**src/hw/alr_pkg.sv**
```systemverilog
`default_nettype none
package alr_pkg;
    // Register word offsets on the configuration bus
    localparam int                ADDR_W         = 12;
    localparam logic [ADDR_W-1:0] ACS_HDR_OFS    = 12'h0220;
    localparam logic [ADDR_W-1:0] ACS_CAP_OFS    = 12'h0224;
    localparam logic [ADDR_W-1:0] EGRESS_OFS     = 12'h0228;
    localparam logic [ADDR_W-1:0] LTR_HDR_OFS    = 12'h0230;
    localparam logic [ADDR_W-1:0] SNOOP_OFS      = 12'h0234;

    // Extended capability header fields
    localparam logic [15:0]       ACS_CAP_ID     = 16'h000D;
    localparam logic [15:0]       LTR_CAP_ID     = 16'h0018;
    localparam logic [3:0]        CAP_VERSION    = 4'h1;
    localparam logic [11:0]       NEXT_CAP_PTR   = 12'h000;

    // Access-control capability layout
    localparam int                ACS_FEAT_N     = 7;
    localparam logic [6:0]        ACS_IMPL_BITS  = 7'h7F;
    localparam logic [7:0]        EGRESS_VEC_SZ  = 8'h08;
    localparam int                ACS_SIZE_LSB   = 8;
    localparam int                ACS_EN_LSB     = 16;
    localparam logic [6:0]        ACS_EN_RST     = 7'h00;
    localparam logic [7:0]        EGRESS_RST     = 8'h00;

    // Feature index within the implemented and enable groups
    localparam int                FEAT_SRC_VAL   = 0;
    localparam int                FEAT_TRANS_BLK = 1;
    localparam int                FEAT_REQ_RDR   = 2;
    localparam int                FEAT_CPL_RDR   = 3;
    localparam int                FEAT_UP_FWD    = 4;
    localparam int                FEAT_EGRESS    = 5;
    localparam int                FEAT_DIRECT    = 6;

    // Latency register layout and encoding
    localparam int                SNOOP_VAL_LSB  = 0;
    localparam int                SNOOP_SCL_LSB  = 10;
    localparam logic [9:0]        SNOOP_VAL_RST  = 10'h000;
    localparam logic [2:0]        SNOOP_SCL_RST  = 3'h0;
    localparam logic [2:0]        LTR_SCALE_MAX  = 3'h5;
    localparam int                LTR_UNIT_SHIFT = 5;
    localparam int                LTR_LIMIT_W    = 35;

    localparam logic [31:0]       WORD_ZERO      = 32'h0000_0000;

    // Software-written access-control settings
    typedef struct packed {
        logic [6:0] enable;
        logic [7:0] egress;
    } alr_acs_ctl_t;

    // Software-written latency limit
    typedef struct packed {
        logic [2:0] scale;
        logic [9:0] value;
    } alr_ltr_ctl_t;

    // Peer-to-peer request offered for an egress check
    typedef struct packed {
        logic       valid;
        logic       p2p;
        logic [2:0] target;
    } alr_p2p_req_t;

    // Egress decision for that request
    typedef struct packed {
        logic       valid;
        logic       pass;
        logic       redirect;
        logic       block;
        logic       violation;
    } alr_p2p_dec_t;

    // Latency limit in nanoseconds
    typedef struct packed {
        logic [LTR_LIMIT_W-1:0] limit_ns;
        logic                   invalid;
    } alr_ltr_lim_t;
endpackage : alr_pkg
`default_nettype wire

```
**src/hw/alr_cap_regs.sv**
```systemverilog
`timescale 1ns/1ps
`default_nettype none
module alr_cap_regs #(
    parameter bit UPSTREAM_PORT = 1'b0
) (
    // Clock, reset and clock enable
    input  wire logic                         pclk,
    input  wire logic                         presetn,
    input  wire logic                         ce,
    // APB slave
    input  wire logic                         psel,
    input  wire logic                         penable,
    input  wire logic                         pwrite,
    input  wire logic [alr_pkg::ADDR_W-1:0]   paddr,
    input  wire logic [31:0]                  pwdata,
    input  wire logic [3:0]                   pstrb,
    output var  logic [31:0]                  prdata,
    output var  logic                         pready,
    output var  logic                         pslverr,
    // Peer-to-peer egress check
    input  wire alr_pkg::alr_p2p_req_t        p2p_req,
    output var  alr_pkg::alr_p2p_dec_t        p2p_dec,
    // Settings seen by the port logic
    output var  alr_pkg::alr_acs_ctl_t        acs_ctl,
    output var  alr_pkg::alr_ltr_ctl_t        ltr_ctl,
    output var  alr_pkg::alr_ltr_lim_t        ltr_lim
);
    // All state of this module
    typedef struct packed {
        alr_pkg::alr_acs_ctl_t acs;
        alr_pkg::alr_ltr_ctl_t ltr;
        logic [31:0]           rdata;
    } alr_state_t;

    alr_state_t  state_reg;
    alr_state_t  state_next;

    localparam bit ACS_ON = !UPSTREAM_PORT;
    localparam bit LTR_ON = UPSTREAM_PORT;

    // Address decode
    logic        sel_acs_hdr;
    logic        sel_acs_cap;
    logic        sel_egress;
    logic        sel_ltr_hdr;
    logic        sel_snoop;
    logic        mapped;
    logic        setup_ph;
    logic        access_ph;
    logic        wr_go;
    logic [31:0] rd_word;
    logic [31:0] cap_word;
    logic [31:0] egr_word;
    logic [31:0] snp_word;
    logic [31:0] acs_hdr_word;
    logic [31:0] ltr_hdr_word;
    logic [31:0] byte_mask;

    // Byte lanes under the write strobes
    genvar g;
    generate
        for (g = 0; g < 4; g++)
        begin : g_lane
            assign byte_mask[8*g +: 8] = {8{pstrb[g]}};
        end
    endgenerate

    // Only the port flavour that owns a structure decodes it
    always_comb
    begin
        sel_acs_hdr = ACS_ON && (paddr == alr_pkg::ACS_HDR_OFS);
        sel_acs_cap = ACS_ON && (paddr == alr_pkg::ACS_CAP_OFS);
        sel_egress  = ACS_ON && (paddr == alr_pkg::EGRESS_OFS);
        sel_ltr_hdr = LTR_ON && (paddr == alr_pkg::LTR_HDR_OFS);
        sel_snoop   = LTR_ON && (paddr == alr_pkg::SNOOP_OFS);
        mapped      = sel_acs_hdr || sel_acs_cap || sel_egress
                      || sel_ltr_hdr || sel_snoop;
    end

    // Bus phases; writes land only at the access edge
    always_comb
    begin
        setup_ph  = psel && !penable;
        access_ph = psel && penable;
        wr_go     = ce && access_ph && pwrite && mapped;
    end

    // Fixed header words
    always_comb
    begin
        acs_hdr_word        = alr_pkg::WORD_ZERO;
        acs_hdr_word[15:0]  = alr_pkg::ACS_CAP_ID;
        acs_hdr_word[19:16] = alr_pkg::CAP_VERSION;
        acs_hdr_word[31:20] = alr_pkg::NEXT_CAP_PTR;
        ltr_hdr_word        = alr_pkg::WORD_ZERO;
        ltr_hdr_word[15:0]  = alr_pkg::LTR_CAP_ID;
        ltr_hdr_word[19:16] = alr_pkg::CAP_VERSION;
        ltr_hdr_word[31:20] = alr_pkg::NEXT_CAP_PTR;
    end

    // Capability word: fixed ones, vector size, then live enables
    always_comb
    begin
        cap_word = alr_pkg::WORD_ZERO;
        cap_word[alr_pkg::ACS_FEAT_N-1:0] = alr_pkg::ACS_IMPL_BITS;
        cap_word[alr_pkg::ACS_SIZE_LSB +: 8] = alr_pkg::EGRESS_VEC_SZ;
        cap_word[alr_pkg::ACS_EN_LSB +: alr_pkg::ACS_FEAT_N] =
            state_reg.acs.enable;
    end

    // Vector and latency words, reserved bits read zero
    always_comb
    begin
        egr_word      = alr_pkg::WORD_ZERO;
        egr_word[7:0] = state_reg.acs.egress;
        snp_word      = alr_pkg::WORD_ZERO;
        snp_word[alr_pkg::SNOOP_VAL_LSB +: 10] = state_reg.ltr.value;
        snp_word[alr_pkg::SNOOP_SCL_LSB +: 3]  = state_reg.ltr.scale;
    end

    // Read mux; unmapped words read zero
    always_comb
    begin
        rd_word = alr_pkg::WORD_ZERO;
        if (sel_acs_hdr)
        begin
            rd_word = acs_hdr_word;
        end
        else if (sel_acs_cap)
        begin
            rd_word = cap_word;
        end
        else if (sel_egress)
        begin
            rd_word = egr_word;
        end
        else if (sel_ltr_hdr)
        begin
            rd_word = ltr_hdr_word;
        end
        else if (sel_snoop)
        begin
            rd_word = snp_word;
        end
    end

    // Next state: read data captured in setup so prdata is a flop
    // Limitation: ce must stay high through a read setup cycle, or the access returns stale data
    always_comb
    begin
        logic [31:0] merged;
        merged     = alr_pkg::WORD_ZERO;
        state_next = state_reg;
        if (ce && setup_ph && !pwrite)
        begin
            state_next.rdata = rd_word;
        end
        if (wr_go && sel_acs_cap)
        begin
            merged = (cap_word & ~byte_mask) | (pwdata & byte_mask);
            state_next.acs.enable =
                merged[alr_pkg::ACS_EN_LSB +: alr_pkg::ACS_FEAT_N];
        end
        if (wr_go && sel_egress)
        begin
            merged = (egr_word & ~byte_mask) | (pwdata & byte_mask);
            state_next.acs.egress = merged[7:0];
        end
        if (wr_go && sel_snoop)
        begin
            merged = (snp_word & ~byte_mask) | (pwdata & byte_mask);
            state_next.ltr.value = merged[alr_pkg::SNOOP_VAL_LSB +: 10];
            state_next.ltr.scale = merged[alr_pkg::SNOOP_SCL_LSB +: 3];
        end
    end

    // State register; reset values are the documented defaults
    always_ff @(posedge pclk or negedge presetn)
    begin
        if (!presetn)
        begin
            state_reg            <= '0;
            state_reg.acs.enable <= alr_pkg::ACS_EN_RST;
            state_reg.acs.egress <= alr_pkg::EGRESS_RST;
            state_reg.ltr.value  <= alr_pkg::SNOOP_VAL_RST;
            state_reg.ltr.scale  <= alr_pkg::SNOOP_SCL_RST;
            state_reg.rdata      <= alr_pkg::WORD_ZERO;
        end
        else if (ce)
        begin
            state_reg <= state_next;
        end
    end

    // Bus answer: one wait-free access phase; frozen while ce is low
    always_comb
    begin
        pready  = ce && access_ph;
        pslverr = ce && access_ph && !mapped;
        prdata  = state_reg.rdata;
    end

    // Settings driven out; absent structures stay at reset
    always_comb
    begin
        acs_ctl = ACS_ON ? state_reg.acs : '0;
        ltr_ctl = LTR_ON ? state_reg.ltr : '0;
    end

    // Egress decision for peer traffic
    alr_egress_check #(
        .ACS_PRESENT (ACS_ON)
    ) u_egress (
        .pclk    (pclk),
        .presetn (presetn),
        .ce      (ce),
        .ctl     (acs_ctl),
        .req     (p2p_req),
        .dec     (p2p_dec)
    );

    // Latency limit in nanoseconds
    alr_latency_calc u_latency (
        .pclk    (pclk),
        .presetn (presetn),
        .ce      (ce),
        .ltr     (ltr_ctl),
        .lim     (ltr_lim)
    );
endmodule : alr_cap_regs
`default_nettype wire

```
**src/hw/alr_egress_check.sv**
```systemverilog
`timescale 1ns/1ps
`default_nettype none
module alr_egress_check #(
    parameter bit ACS_PRESENT = 1'b1
) (
    // Clock and reset
    input  wire logic                  pclk,
    input  wire logic                  presetn,
    input  wire logic                  ce,
    // Settings and request
    input  wire alr_pkg::alr_acs_ctl_t ctl,
    input  wire alr_pkg::alr_p2p_req_t req,
    // Registered decision
    output var  alr_pkg::alr_p2p_dec_t dec
);
    alr_pkg::alr_p2p_dec_t state_reg;
    alr_pkg::alr_p2p_dec_t state_next;
    logic                  hit;

    // Vector bit of the target port, only when egress control is on
    always_comb
    begin
        hit = ACS_PRESENT && req.p2p && ctl.enable[alr_pkg::FEAT_EGRESS]
              && ctl.egress[req.target];
        state_next           = '0;
        state_next.valid     = req.valid;
        state_next.redirect  = hit && ctl.enable[alr_pkg::FEAT_REQ_RDR];
        state_next.block     = hit && !ctl.enable[alr_pkg::FEAT_REQ_RDR];
        state_next.violation = state_next.block;
        state_next.pass      = !hit;
        if (!req.valid)
        begin
            state_next = '0;
        end
    end

    always_ff @(posedge pclk or negedge presetn)
    begin
        if (!presetn)
        begin
            state_reg <= '0;
        end
        else if (ce)
        begin
            state_reg <= state_next;
        end
    end

    assign dec = state_reg;
endmodule : alr_egress_check
`default_nettype wire

```
**src/hw/alr_latency_calc.sv**
```systemverilog
`timescale 1ns/1ps
`default_nettype none
module alr_latency_calc (
    // Clock and reset
    input  wire logic                  pclk,
    input  wire logic                  presetn,
    input  wire logic                  ce,
    // Latency setting
    input  wire alr_pkg::alr_ltr_ctl_t ltr,
    // Registered limit
    output var  alr_pkg::alr_ltr_lim_t lim
);
    alr_pkg::alr_ltr_lim_t state_reg;
    alr_pkg::alr_ltr_lim_t state_next;

    // Each scale step multiplies by 32; codes above five are refused
    always_comb
    begin
        state_next          = '0;
        state_next.limit_ns = alr_pkg::LTR_LIMIT_W'(ltr.value);
        for (int i = 0; i < int'(alr_pkg::LTR_SCALE_MAX); i++)
        begin
            if (3'(i) < ltr.scale)
            begin
                state_next.limit_ns = state_next.limit_ns << alr_pkg::LTR_UNIT_SHIFT;
            end
        end
        if (ltr.scale > alr_pkg::LTR_SCALE_MAX)
        begin
            state_next.limit_ns = '0;
            state_next.invalid  = 1'b1;
        end
    end

    always_ff @(posedge pclk or negedge presetn)
    begin
        if (!presetn)
        begin
            state_reg <= '0;
        end
        else if (ce)
        begin
            state_reg <= state_next;
        end
    end

    assign lim = state_reg;
endmodule : alr_latency_calc
`default_nettype wire

```
**config.mk**
```make
export PLATFORM = sky130hd
export DESIGN_NAME = alr_cap_regs
export DESIGN_NICKNAME = d
export VERILOG_FILES = /design/src/hw/alr_pkg.sv /design/src/hw/alr_cap_regs.sv /design/src/hw/alr_egress_check.sv /design/src/hw/alr_latency_calc.sv
export SDC_FILE = /design/constraint.sdc
export NUM_CORES = 1
export LEC_CHECK = 0
export BUFFER_PORTS_ARGS = -buffer_cell sky130_fd_sc_hd__buf_2
export CAP_MARGIN = 40
export CORE_MARGIN = 4
export CORE_UTILIZATION = 47
export DETAILED_ROUTE_END_ITERATION = 16
export GPL_TIMING_DRIVEN = 0
export HOLD_SLACK_MARGIN = 0.1
export PLACE_DENSITY_LB_ADDON = 0.2
export RECOVER_POWER = 50
export SLEW_MARGIN = 25
export SYNTH_ARGS = -nofsm -noshare
export SYNTH_HDL_FRONTEND = slang
export SYNTH_HIERARCHICAL = 1
export SYNTH_SLANG_ARGS = --single-unit
```
**constraint.sdc**
```tcl
create_clock -name pclk -period 2.2 [get_ports pclk]
set_input_delay 0.33 -clock pclk [delete_from_list [all_inputs] [get_ports pclk]]
set_output_delay 0.33 -clock pclk [all_outputs]
set_load 0.005 [all_outputs]
```
==> impl_results.html, run 1 <==
<table>
<tr><th>Metric</th><th>Value</th></tr>
<tr><th colspan="2">Cells and area</th></tr>
<tr><td>Area of combinational cells with multiple inputs</td><td>1499 sq um</td></tr>
<tr><td>Commonest cells after routing, fill and taps aside</td><td>sky130_fd_sc_hd__buf_2 (112), sky130_fd_sc_hd__conb_1 (81), sky130_fd_sc_hd__dfrtp_1 (71)</td></tr>
<tr><td>Area of all sequential standard cells</td><td>~1800 sq um</td></tr>
<tr><td># diodes</td><td>0</td></tr>
<tr><td>FILL cells</td><td>roughly 550</td></tr>
<tr><td>Layout area overhead</td><td>36.43%</td></tr>
<tr><td>Fin area</td><td>around 4500 sq um</td></tr>
<tr><td>Final net count</td><td>549</td></tr>
<tr><td>Share of post-route cells with drive strength above 1</td><td>a little under two fifths</td></tr>
<tr><td>Most common cell after layout, fill and taps aside</td><td>sky130_fd_sc_hd__buf_2</td></tr>
<tr><th colspan="2">Logic synthesis</th></tr>
<tr><td>Post-synthesis adder-cell area fraction</td><td>0%</td></tr>
<tr><td>Post-synthesis instance area</td><td>around 3300 sq um</td></tr>
<tr><td>Area share of xor/xnor cells in the synthesized design</td><td>0%</td></tr>
<tr><td>Sequential fraction of the synthesis area</td><td>a little over half</td></tr>
<tr><td>Gate count of the mapped netlist</td><td>between 200 and 300</td></tr>
<tr><td>Multiplexer area fraction after synthesis</td><td>between 8 and 9%</td></tr>
<tr><td>Yosys top cell area share</td><td>53.83%</td></tr>
<tr><td>Synth top area cells</td><td>sky130_fd_sc_hd__dfrtp_1 (54%), sky130_fd_sc_hd__buf_4 (6.8%), sky130_fd_sc_hd__mux2_2 (5.5%)</td></tr>
<tr><td>Dominant cell type by area after synthesis</td><td>sky130_fd_sc_hd__dfrtp_1</td></tr>
<tr><td>Number of distinct library cells after synthesis</td><td>43</td></tr>
<tr><td>Mean instance size in the synthesized netlist</td><td>11.62 sq um</td></tr>
<tr><td>Compound-Gate Fraction of Synth Area</td><td>between 15 and 20%</td></tr>
<tr><td>Synth Warn #</td><td>6</td></tr>
<tr><td>#FFs+latches synth</td><td>around 70</td></tr>
<tr><td>Dominant combinational cell family by area after synthesis</td><td>compound AO/OA/AOI/OAI gates</td></tr>
<tr><td>Simple-gate share of the synthesized area</td><td>~11%</td></tr>
<tr><th colspan="2">Power</th></tr>
<tr><td>Cell leakage power</td><td>approximately 2.5 nW</td></tr>
<tr><td>Power density of the placed cells</td><td>603.0 nW/um^2</td></tr>
<tr><td>Net Sw Power</td><td>655.7 uW</td></tr>
<tr><td>Maximum ir drop on the vdd rail</td><td>between 300 and 400 uV</td></tr>
<tr><td>Comb pwr share</td><td>between 10 and 15%</td></tr>
<tr><td>Relative contribution of the clock network to total power</td><td>38.8%</td></tr>
<tr><td>Switch share</td><td>~24%</td></tr>
<tr><td>Fraction of power consumed by sequential logic</td><td>around half</td></tr>
<tr><td>Internal power contribution</td><td>approximately 2 mW</td></tr>
<tr><th colspan="2">Place</th></tr>
<tr><td>Placed cell areas</td><td>approximately 4300 sq um</td></tr>
<tr><td>Placer congestion estimate</td><td>0.8277</td></tr>
<tr><td>Port Buffer Count</td><td>113</td></tr>
<tr><td>Post-detailed-placement half-perimeter wirelength</td><td>between 6000 and 7000 um</td></tr>
<tr><td>Post-placement setup slack</td><td>-41.19 ps</td></tr>
<tr><th colspan="2">Floorplanning</th></tr>
<tr><td>Full die area</td><td>about 8400 sq um</td></tr>
<tr><td>Width of the die</td><td>91.80 um</td></tr>
<tr><td>Area inside the core boundary</td><td>between 6000 and 7000 sq um</td></tr>
<tr><td>Die extent in y</td><td>~90 um</td></tr>
<tr><td>Num ports</td><td>162</td></tr>
<tr><td>Row count</td><td>30</td></tr>
<tr><td>Starting density of the core</td><td>between 40% and 50%</td></tr>
<tr><th colspan="2">Outcome</th></tr>
<tr><td>Outcome</td><td>finished clean</td></tr>
<tr><th colspan="2">STA</th></tr>
<tr><td>Slew at the pin closest to its max-slew limit</td><td>825.2 ps</td></tr>
<tr><td>Max Clock Skew</td><td>approximately 6.6 ps</td></tr>
<tr><td>Slew HR</td><td>about 45%</td></tr>
<tr><td>Achievable frequency</td><td>between 400 and 500 MHz</td></tr>
<tr><td>Count of final hold-check violations</td><td>0</td></tr>
<tr><td>Final max-slew violation count</td><td>0</td></tr>
<tr><td>Share of the cycle needed by the critical path after routing</td><td>a little over nine tenths</td></tr>
<tr><td>Crit path setup slack, layout</td><td>between 80 and 90 ps</td></tr>
<tr><td>Worst hold slack after final layout</td><td>between 200 and 250 ps</td></tr>
<tr><td>Unrepaired setup endpoints after global routing</td><td>no</td></tr>
<tr><td>Time the final worst path needs with I/O delays and setup</td><td>2114 ps</td></tr>
<tr><td>Final count of negative-setup-slack endpoints</td><td>0</td></tr>
<tr><th colspan="2">Routing</th></tr>
<tr><td>Number of antenna-violating nets in the routed design</td><td>0</td></tr>
<tr><td>Post-detailed-route wirelength per cell</td><td>about 13 um</td></tr>
<tr><td>Post-DR vias/cell</td><td>around 4.6</td></tr>
<tr><td>Number of vias in the routed layout</td><td>approximately 2700</td></tr>
<tr><td>Routed wire length</td><td>~7900 um</td></tr>
<tr><td>Iteration-0 DRC Markers</td><td>about 120</td></tr>
<tr><td>First-pass iteration count of the detailed router</td><td>4</td></tr>
<tr><td>Total DRC errors in the routed layout</td><td>0</td></tr>
<tr><th colspan="2">Critical path</th></tr>
<tr><td>Worst setup SP type</td><td>primary input</td></tr>
<tr><td>Setup slack, reg-to-reg</td><td>around 940 ps</td></tr>
<tr><td>Type of the setup path with the least slack</td><td>primary input to output port</td></tr>
<tr><td>Worst path required time</td><td>1870 ps</td></tr>
<tr><td>CP cell instances</td><td>buf_2, or4b_1, or3_4, buf_6, a21oi_2, nor2b_1, buf_2</td></tr>
<tr><td>Crit end category</td><td>output port</td></tr>
<tr><td>Signal arrival time at the worst endpoint</td><td>~1800 ps</td></tr>
<tr><td>CP dominant cell by count</td><td>sky130_fd_sc_hd__buf_2</td></tr>
<tr><td>Largest incremental delay on the critical path</td><td>~530 ps</td></tr>
<tr><td>Maximum fanout along the worst path</td><td>10</td></tr>
<tr><td>Cell with the biggest individual delay on the critical path</td><td>sky130_fd_sc_hd__or4b_1</td></tr>
<tr><td>End of the worst register-to-register path</td><td>u_egress/dec[0]$_DFFE_PN0P_</td></tr>
<tr><td>Endpoint of the most critical setup path</td><td>pslverr</td></tr>
<tr><td>Crit. Startpoint</td><td>paddr[1]</td></tr>
<tr><td>Register-to-Register Path Depth</td><td>4</td></tr>
<tr><th colspan="2">Global routing</th></tr>
<tr><td>All-layer global routing usage</td><td>approximately a fifth</td></tr>
<tr><td>Maximum number of pins on one net before global-route repair</td><td>38</td></tr>
<tr><td>Via count of the first global-routing pass</td><td>~2700</td></tr>
<tr><td>Initial antenna violation count</td><td>0</td></tr>
<tr><td>Global route total overflow</td><td>0</td></tr>
<tr><td>Global-route wire length before repair</td><td>about 13000 um</td></tr>
<tr><th colspan="2">Clock tree</th></tr>
<tr><td>Maximum number of buffers from clock root to sink</td><td>2</td></tr>
<tr><td>CTS H-tree lvls</td><td>3</td></tr>
<tr><td>Setup bufs post-CTS</td><td>0</td></tr>
<tr><td>Number of buffers created by CTS</td><td>9</td></tr>
<tr><td>Clock-pin slew on the worst setup and hold paths</td><td>approximately 70 ps</td></tr>
<tr><td>Number of sinks on the clock net</td><td>a little over 70</td></tr>
<tr><td>Root buf cell</td><td>sky130_fd_sc_hd__clkbuf_8</td></tr>
<tr><td>Clock insertion delay at the later pin of the skew report</td><td>~340 ps</td></tr>
<tr><td>CTS tree</td><td>yes</td></tr>
<tr><th colspan="2">Job</th></tr>
<tr><td>Number of violations of the max-capacitance limit</td><td>0</td></tr>
<tr><th colspan="2">Min path</th></tr>
<tr><td>Worst min path class</td><td>primary input to register</td></tr>
</table>
-- through the flow --
| step | cells | util (%) | TNS (ps) | power, mW |
|---|---|---|---|---|
| 2_1_floorplan | 364 | - | 0 | 1.548 |
| 4_1_cts | 590 | 66.56 | 0 | 2.732 |
| 3_3_place_gp | 573 | 63.09 | -323.8 | 1.670 |
| 3_5_place_dp | 574 | 63.50 | -346.8 | 1.683 |
| 6_report | 590 | 66.28 | 0 | 2.715 |
| 5_1_grt | 590 | 66.28 | 0 | 2.834 |
-- how the worst min path moves through the flow --
stage                               start                           end  slack (ps)  cells past startpoint
finish                          pwdata[0]                      register         210                      2
CTS                            pwdata[19]                      register         190                      2
floorplan                         presetn    asynchronous set/reset pin          30                      0
detailed placement                presetn  u_latency/lim[0]$_DFFE_PN0P_         310                      1
global placement    prdata[4]$_DFFE_PN0P_         prdata[4]$_DFFE_PN0P_         460                      2
global route                   pwdata[16]                      register         200                      2
-- layout make-up --
class,count,area share [%]
sequential,71,39.46
timing repair buffer,115,12.89
clock inverter,3,0.9447
multi-input combinational,242,33.29
buffer,41,6.474
inverter,10,0.8336
tap,96,2.667
clock buffer,12,3.445
-- layer usage --
layer | GRT usage [%] | wire (um) | up-vias
met5 | 0 | 0 | -
met4 | 7.550 | 110 | 0
met3 | 6.399 | 587 | 9
met2 | 31.47 | 3883 | 96
met1 | 24.12 | 3297 | 1287
li1 | - | - | 1324
-- critical path: cells and delay by family --
family | cells | cell delay [ps]
and+or+nand+nor | 3 | 990
buffers and inverters | 3 | 360
AOI/OAI and AO/OA | 1 | 100
-- cells by family (layout without fill, tap and decap cells) --
kind of cell	count (synthesis)	in the layout
AOI/OAI and AO/OA	70	70
buffers and inverters	51	181
DFF	71	71
muxes	26	26
other	1	81
and+or+nand+nor	65	65
-- power by group through the flow --
stage / Clock, mW / Combinational [mW] / Sequential (mW)
detailed placement: 0 / 0.292 / 1.39
global placement: 0 / 0.281 / 1.39
floorplan: 0 / 0.155 / 1.39
global route: 1.13 / 0.334 / 1.37
CTS: 1.07 / 0.294 / 1.37
finish: 1.05 / 0.297 / 1.37
-- synthesized netlist by cell type, drive strengths merged --
cell type and number:
clkbuf 5, nor3 1, or3 2, a31oi 2
and3 3, a22oi 5, o31ai 4, nor4 1
o41ai 1, nand2b 2, nor2 5, a2bb2oi 1
nand3 3, or4b 2, o21ai 15, conb 1
a221o 5, and2b 1, o22ai 2, mux2 17
nand3b 2, buf 36, dfrtp 71, nand4 2
a22o 10, inv 10, o2bb2ai 20, mux2i 9
a21oi 5, or3b 1, or2 1, nor2b 11
nand2 28
-- what timing repair did --
| action | CTS | global route |
|---|---|---|
| endpoints found under the setup margin | 0 | 1 |
| hold buffers | 1 | 0 |
| hold endpoints to repair | 34 | 0 |
| resized for setup | 0 | 1 |
Note: power is estimated with default switching activity, not from simulation.
==> run 2: changes to the inputs <==
RECOVER_POWER = 100   (was 50)
==> impl_results.html, run 2 (synthesis gave the netlist of run 1 again) <==
<table>
<tr><th>Metric</th><th>Value</th></tr>
<tr><th colspan="2">STA</th></tr>
<tr><td>Crit path setup slack, layout</td><td>82.99 ps (was 85.64 ps)</td></tr>
<tr><td>Unrepaired setup endpoints after global routing</td><td>no (unchanged)</td></tr>
<tr><td>Final count of negative-setup-slack endpoints</td><td>0 (unchanged)</td></tr>
<tr><td>Time the final worst path needs with I/O delays and setup</td><td>2117 ps (was 2114 ps)</td></tr>
<tr><td>Final max-slew violation count</td><td>0 (unchanged)</td></tr>
<tr><td>Slew HR</td><td>44.82% (was 44.99%)</td></tr>
<tr><td>Max Clock Skew</td><td>5.971 ps (was 6.638 ps)</td></tr>
<tr><td>Share of the cycle needed by the critical path after routing</td><td>96.23% (was 96.11%)</td></tr>
<tr><td>Count of final hold-check violations</td><td>0 (unchanged)</td></tr>
<tr><td>Achievable frequency</td><td>472.4 MHz (was 473.0 MHz)</td></tr>
<tr><td>Slew at the pin closest to its max-slew limit</td><td>827.7 ps (was 825.2 ps)</td></tr>
<tr><th colspan="2">Critical path</th></tr>
<tr><td>Cell with the biggest individual delay on the critical path</td><td>sky130_fd_sc_hd__or4b_1 (unchanged)</td></tr>
<tr><td>Gate family responsible for the most delay along the worst path</td><td>simple AND/OR/NAND/NOR gates (unchanged)</td></tr>
<tr><td>Register-to-Register Path Depth</td><td>4 (unchanged)</td></tr>
<tr><td>Maximum fanout along the worst path</td><td>10 (unchanged)</td></tr>
<tr><td>Type of the setup path with the least slack</td><td>primary input to output port (unchanged)</td></tr>
<tr><td>Crit end category</td><td>output port (unchanged)</td></tr>
<tr><td>CP dominant cell by count</td><td>sky130_fd_sc_hd__buf_2 (unchanged)</td></tr>
<tr><td>Stages on the worst setup path</td><td>7 (unchanged)</td></tr>
<tr><td>Worst path required time</td><td>1870 ps (about the same)</td></tr>
<tr><td>Signal arrival time at the worst endpoint</td><td>1790 ps (was 1780 ps)</td></tr>
<tr><td>Worst Path Buf+Inv</td><td>3 (unchanged)</td></tr>
<tr><td>Largest incremental delay on the critical path</td><td>530 ps (about the same)</td></tr>
<tr><td>Worst setup SP type</td><td>primary input (unchanged)</td></tr>
<tr><td>CP cell instances</td><td>buf_2, or4b_1, or3_4, buf_6, a21oi_2, nor2b_1, buf_2 (unchanged)</td></tr>
<tr><th colspan="2">Cells and area</th></tr>
<tr><td>Final net count</td><td>549 (unchanged)</td></tr>
<tr><td># diodes</td><td>0 (unchanged)</td></tr>
<tr><td>Cell Count, Final, Fillers Out</td><td>590 (unchanged)</td></tr>
<tr><td>Layout area overhead</td><td>34.34% (was 36.43%)</td></tr>
<tr><td>Area of all sequential standard cells</td><td>1777 sq um (unchanged)</td></tr>
<tr><td>Share of post-route cells with drive strength above 1</td><td>30.97% (was 38.26%)</td></tr>
<tr><td>Area of combinational cells with multiple inputs</td><td>1485 sq um (was 1499 sq um)</td></tr>
<tr><td>Commonest cells after routing, fill and taps aside</td><td>sky130_fd_sc_hd__conb_1 (81), sky130_fd_sc_hd__buf_2 (79), sky130_fd_sc_hd__dfrtp_1 (71) (was sky130_fd_sc_hd__buf_2 (112), sky130_fd_sc_hd__conb_1 (81), sky130_fd_sc_hd__dfrtp_1 (71))</td></tr>
<tr><td>Most common cell after layout, fill and taps aside</td><td>sky130_fd_sc_hd__conb_1 (was sky130_fd_sc_hd__buf_2)</td></tr>
<tr><td>FILL cells</td><td>587 (was 551)</td></tr>
<tr><th colspan="2">Job</th></tr>
<tr><td>Number of violations of the max-capacitance limit</td><td>0 (unchanged)</td></tr>
<tr><th colspan="2">Routing</th></tr>
<tr><td>First-pass iteration count of the detailed router</td><td>5 (was 4)</td></tr>
<tr><td>Total DRC errors in the routed layout</td><td>0 (unchanged)</td></tr>
<tr><td>Post-detailed-route wirelength per cell</td><td>13.35 um (about the same)</td></tr>
<tr><td>Routed wire length</td><td>7875 um (was 7879 um)</td></tr>
<tr><td>Post-DR vias/cell</td><td>4.558 (was 4.603)</td></tr>
<tr><td>Number of vias in the routed layout</td><td>2689 (was 2716)</td></tr>
<tr><td>Iteration-0 DRC Markers</td><td>107 (was 117)</td></tr>
<tr><td>Number of antenna-violating nets in the routed design</td><td>0 (unchanged)</td></tr>
<tr><th colspan="2">Global routing</th></tr>
<tr><td>Global route total overflow</td><td>0 (unchanged)</td></tr>
<tr><td>Global-route wire length before repair</td><td>12910 um (unchanged)</td></tr>
<tr><td>Initial antenna violation count</td><td>0 (unchanged)</td></tr>
<tr><td>Via count of the first global-routing pass</td><td>2720 (unchanged)</td></tr>
<tr><td>Maximum number of pins on one net before global-route repair</td><td>38 (unchanged)</td></tr>
<tr><td>All-layer global routing usage</td><td>19.44% (unchanged)</td></tr>
<tr><th colspan="2">Clock tree</th></tr>
<tr><td>CTS H-tree lvls</td><td>3 (unchanged)</td></tr>
<tr><td>CTS tree</td><td>yes (unchanged)</td></tr>
<tr><td>Number of sinks on the clock net</td><td>71 (unchanged)</td></tr>
<tr><td>Root buf cell</td><td>sky130_fd_sc_hd__clkbuf_8 (unchanged)</td></tr>
<tr><td>Clock-pin slew on the worst setup and hold paths</td><td>70 ps (about the same)</td></tr>
<tr><td>Clock insertion delay at the later pin of the skew report</td><td>340 ps (about the same)</td></tr>
<tr><td>Number of buffers created by CTS</td><td>9 (unchanged)</td></tr>
<tr><td>Maximum number of buffers from clock root to sink</td><td>2 (unchanged)</td></tr>
<tr><th colspan="2">Place</th></tr>
<tr><td>Port Buffer Count</td><td>113 (unchanged)</td></tr>
<tr><td>Post-detailed-placement half-perimeter wirelength</td><td>6010 um (unchanged)</td></tr>
<tr><td>Post-placement setup slack</td><td>-41.19 ps (unchanged)</td></tr>
<tr><td>Placer congestion estimate</td><td>0.8277 (unchanged)</td></tr>
<tr><td>Number of instances in the placed design</td><td>574 (unchanged)</td></tr>
<tr><th colspan="2">Floorplanning</th></tr>
<tr><td>Starting density of the core</td><td>48.58% (unchanged)</td></tr>
<tr><td>Area inside the core boundary</td><td>6794 sq um (unchanged)</td></tr>
<tr><td>Die extent in y</td><td>91.80 um (unchanged)</td></tr>
<tr><td>Row count</td><td>30 (unchanged)</td></tr>
<tr><td>Full die area</td><td>8427 sq um (unchanged)</td></tr>
<tr><td>Num ports</td><td>162 (unchanged)</td></tr>
<tr><td>Width of the die</td><td>91.80 um (unchanged)</td></tr>
<tr><th colspan="2">Power</th></tr>
<tr><td>Fraction of power consumed by sequential logic</td><td>50.4% (was 50.3%)</td></tr>
<tr><td>Overall power</td><td>2.708 mW (was 2.715 mW)</td></tr>
<tr><td>Power density of the placed cells</td><td>610.8 nW/um^2 (was 603.0 nW/um^2)</td></tr>
<tr><td>Switch share</td><td>24.09% (was 24.15%)</td></tr>
<tr><td>Comb pwr share</td><td>10.8% (was 10.9%)</td></tr>
<tr><td>Maximum ir drop on the vdd rail</td><td>303.2 uV (was 304.7 uV)</td></tr>
<tr><td>Cell leakage power</td><td>2.308 nW (was 2.463 nW)</td></tr>
<tr><td>Net Sw Power</td><td>652.4 uW (was 655.7 uW)</td></tr>
<tr><td>Relative contribution of the clock network to total power</td><td>38.8% (about the same)</td></tr>
<tr><td>Internal power contribution</td><td>2.056 mW (was 2.060 mW)</td></tr>
<tr><th colspan="2">Outcome</th></tr>
<tr><td>Outcome</td><td>finished clean (unchanged)</td></tr>
<tr><th colspan="2">Min path</th></tr>
<tr><td>Worst min path class</td><td>primary input to register (unchanged)</td></tr>
<tr><td>Hold Crit Depth</td><td>2 (unchanged)</td></tr>
</table>
run 2: cell count changes in the layout (fill, tap and decap cells not counted), sizes merged:
cell	previous run	this run
buf	145	109
clkbuf	22	58
run 2: worst reg2reg max path, cell delays in order (launching register included):
cell and delay (ps):
sky130_fd_sc_hd__dfrtp_1 420, sky130_fd_sc_hd__mux2_1 310, sky130_fd_sc_hd__a2bb2oi_1 160, sky130_fd_sc_hd__nand4_1 130
sky130_fd_sc_hd__o22ai_1 90
run 2: area by class of cell:
type                       count  share of cell area, %
multi-input combinational    242                  33.49
timing repair buffer         115                  12.16
sequential                    71                  40.07
clock buffer                  12                  3.499
tap                           96                  2.709
inverter                      10                 0.8465
clock inverter                 3                 0.9594
buffer                        41                  6.264
run 2: path summary, 6_finish.rpt:
kind	slack, ps	end	start
worst max-delay path	80	pslverr	paddr[1]
worst min-delay path	210	register	pwdata[19]
worst max register to register	950	u_egress/dec[0]$_DFFE_PN0P_	register
worst min register to register	480	u_latency/lim[13]$_DFFE_PN0P_	u_latency/lim[13]$_DFFE_PN0P_
max in group asynchronous	510	prdata[16]$_DFFE_PN0P_	presetn
min in group asynchronous	610	u_latency/lim[0]$_DFFE_PN0P_	presetn
run 2: timing repair:
action	4_1_cts	5_1_grt
endpoints found under the setup margin	0	1
setup buffers	0	0
resized for setup	0	1
endpoints found under the hold margin	34	0
hold buffers	1	0
run 2: stage by stage:
stage / cell area (sq um) / hold WS [ps] / utilization, % / TNS, ps
CTS: 4522 / 194.0 / 66.56 / 0
finish: 4434 / 211.6 / 65.27 / 0
global placement: 4287 / 457.8 / 63.09 / -323.8
detailed placement: 4314 / 307.7 / 63.50 / -346.8
global route: 4434 / 196.1 / 65.27 / 0
floorplan: 3601 / 34.41 / - / 0
run 2: metal layers:
layer	wire length, um	track usage, %	up-vias
li1	-	-	1320
met1	3309	24.12	1266
met2	3853	31.47	92
met3	588	6.399	11
met4	124	7.550	0
met5	0	0	-
run 2: power by group through the flow:
stage | combinational (mW) | sequential (mW) | clock, mW
after floorplan | 0.155 | 1.39 | 0
after global placement | 0.281 | 1.39 | 0
after detailed placement | 0.292 | 1.39 | 0
after CTS | 0.294 | 1.37 | 1.07
after global routing | 0.330 | 1.37 | 1.13
final | 0.292 | 1.37 | 1.05
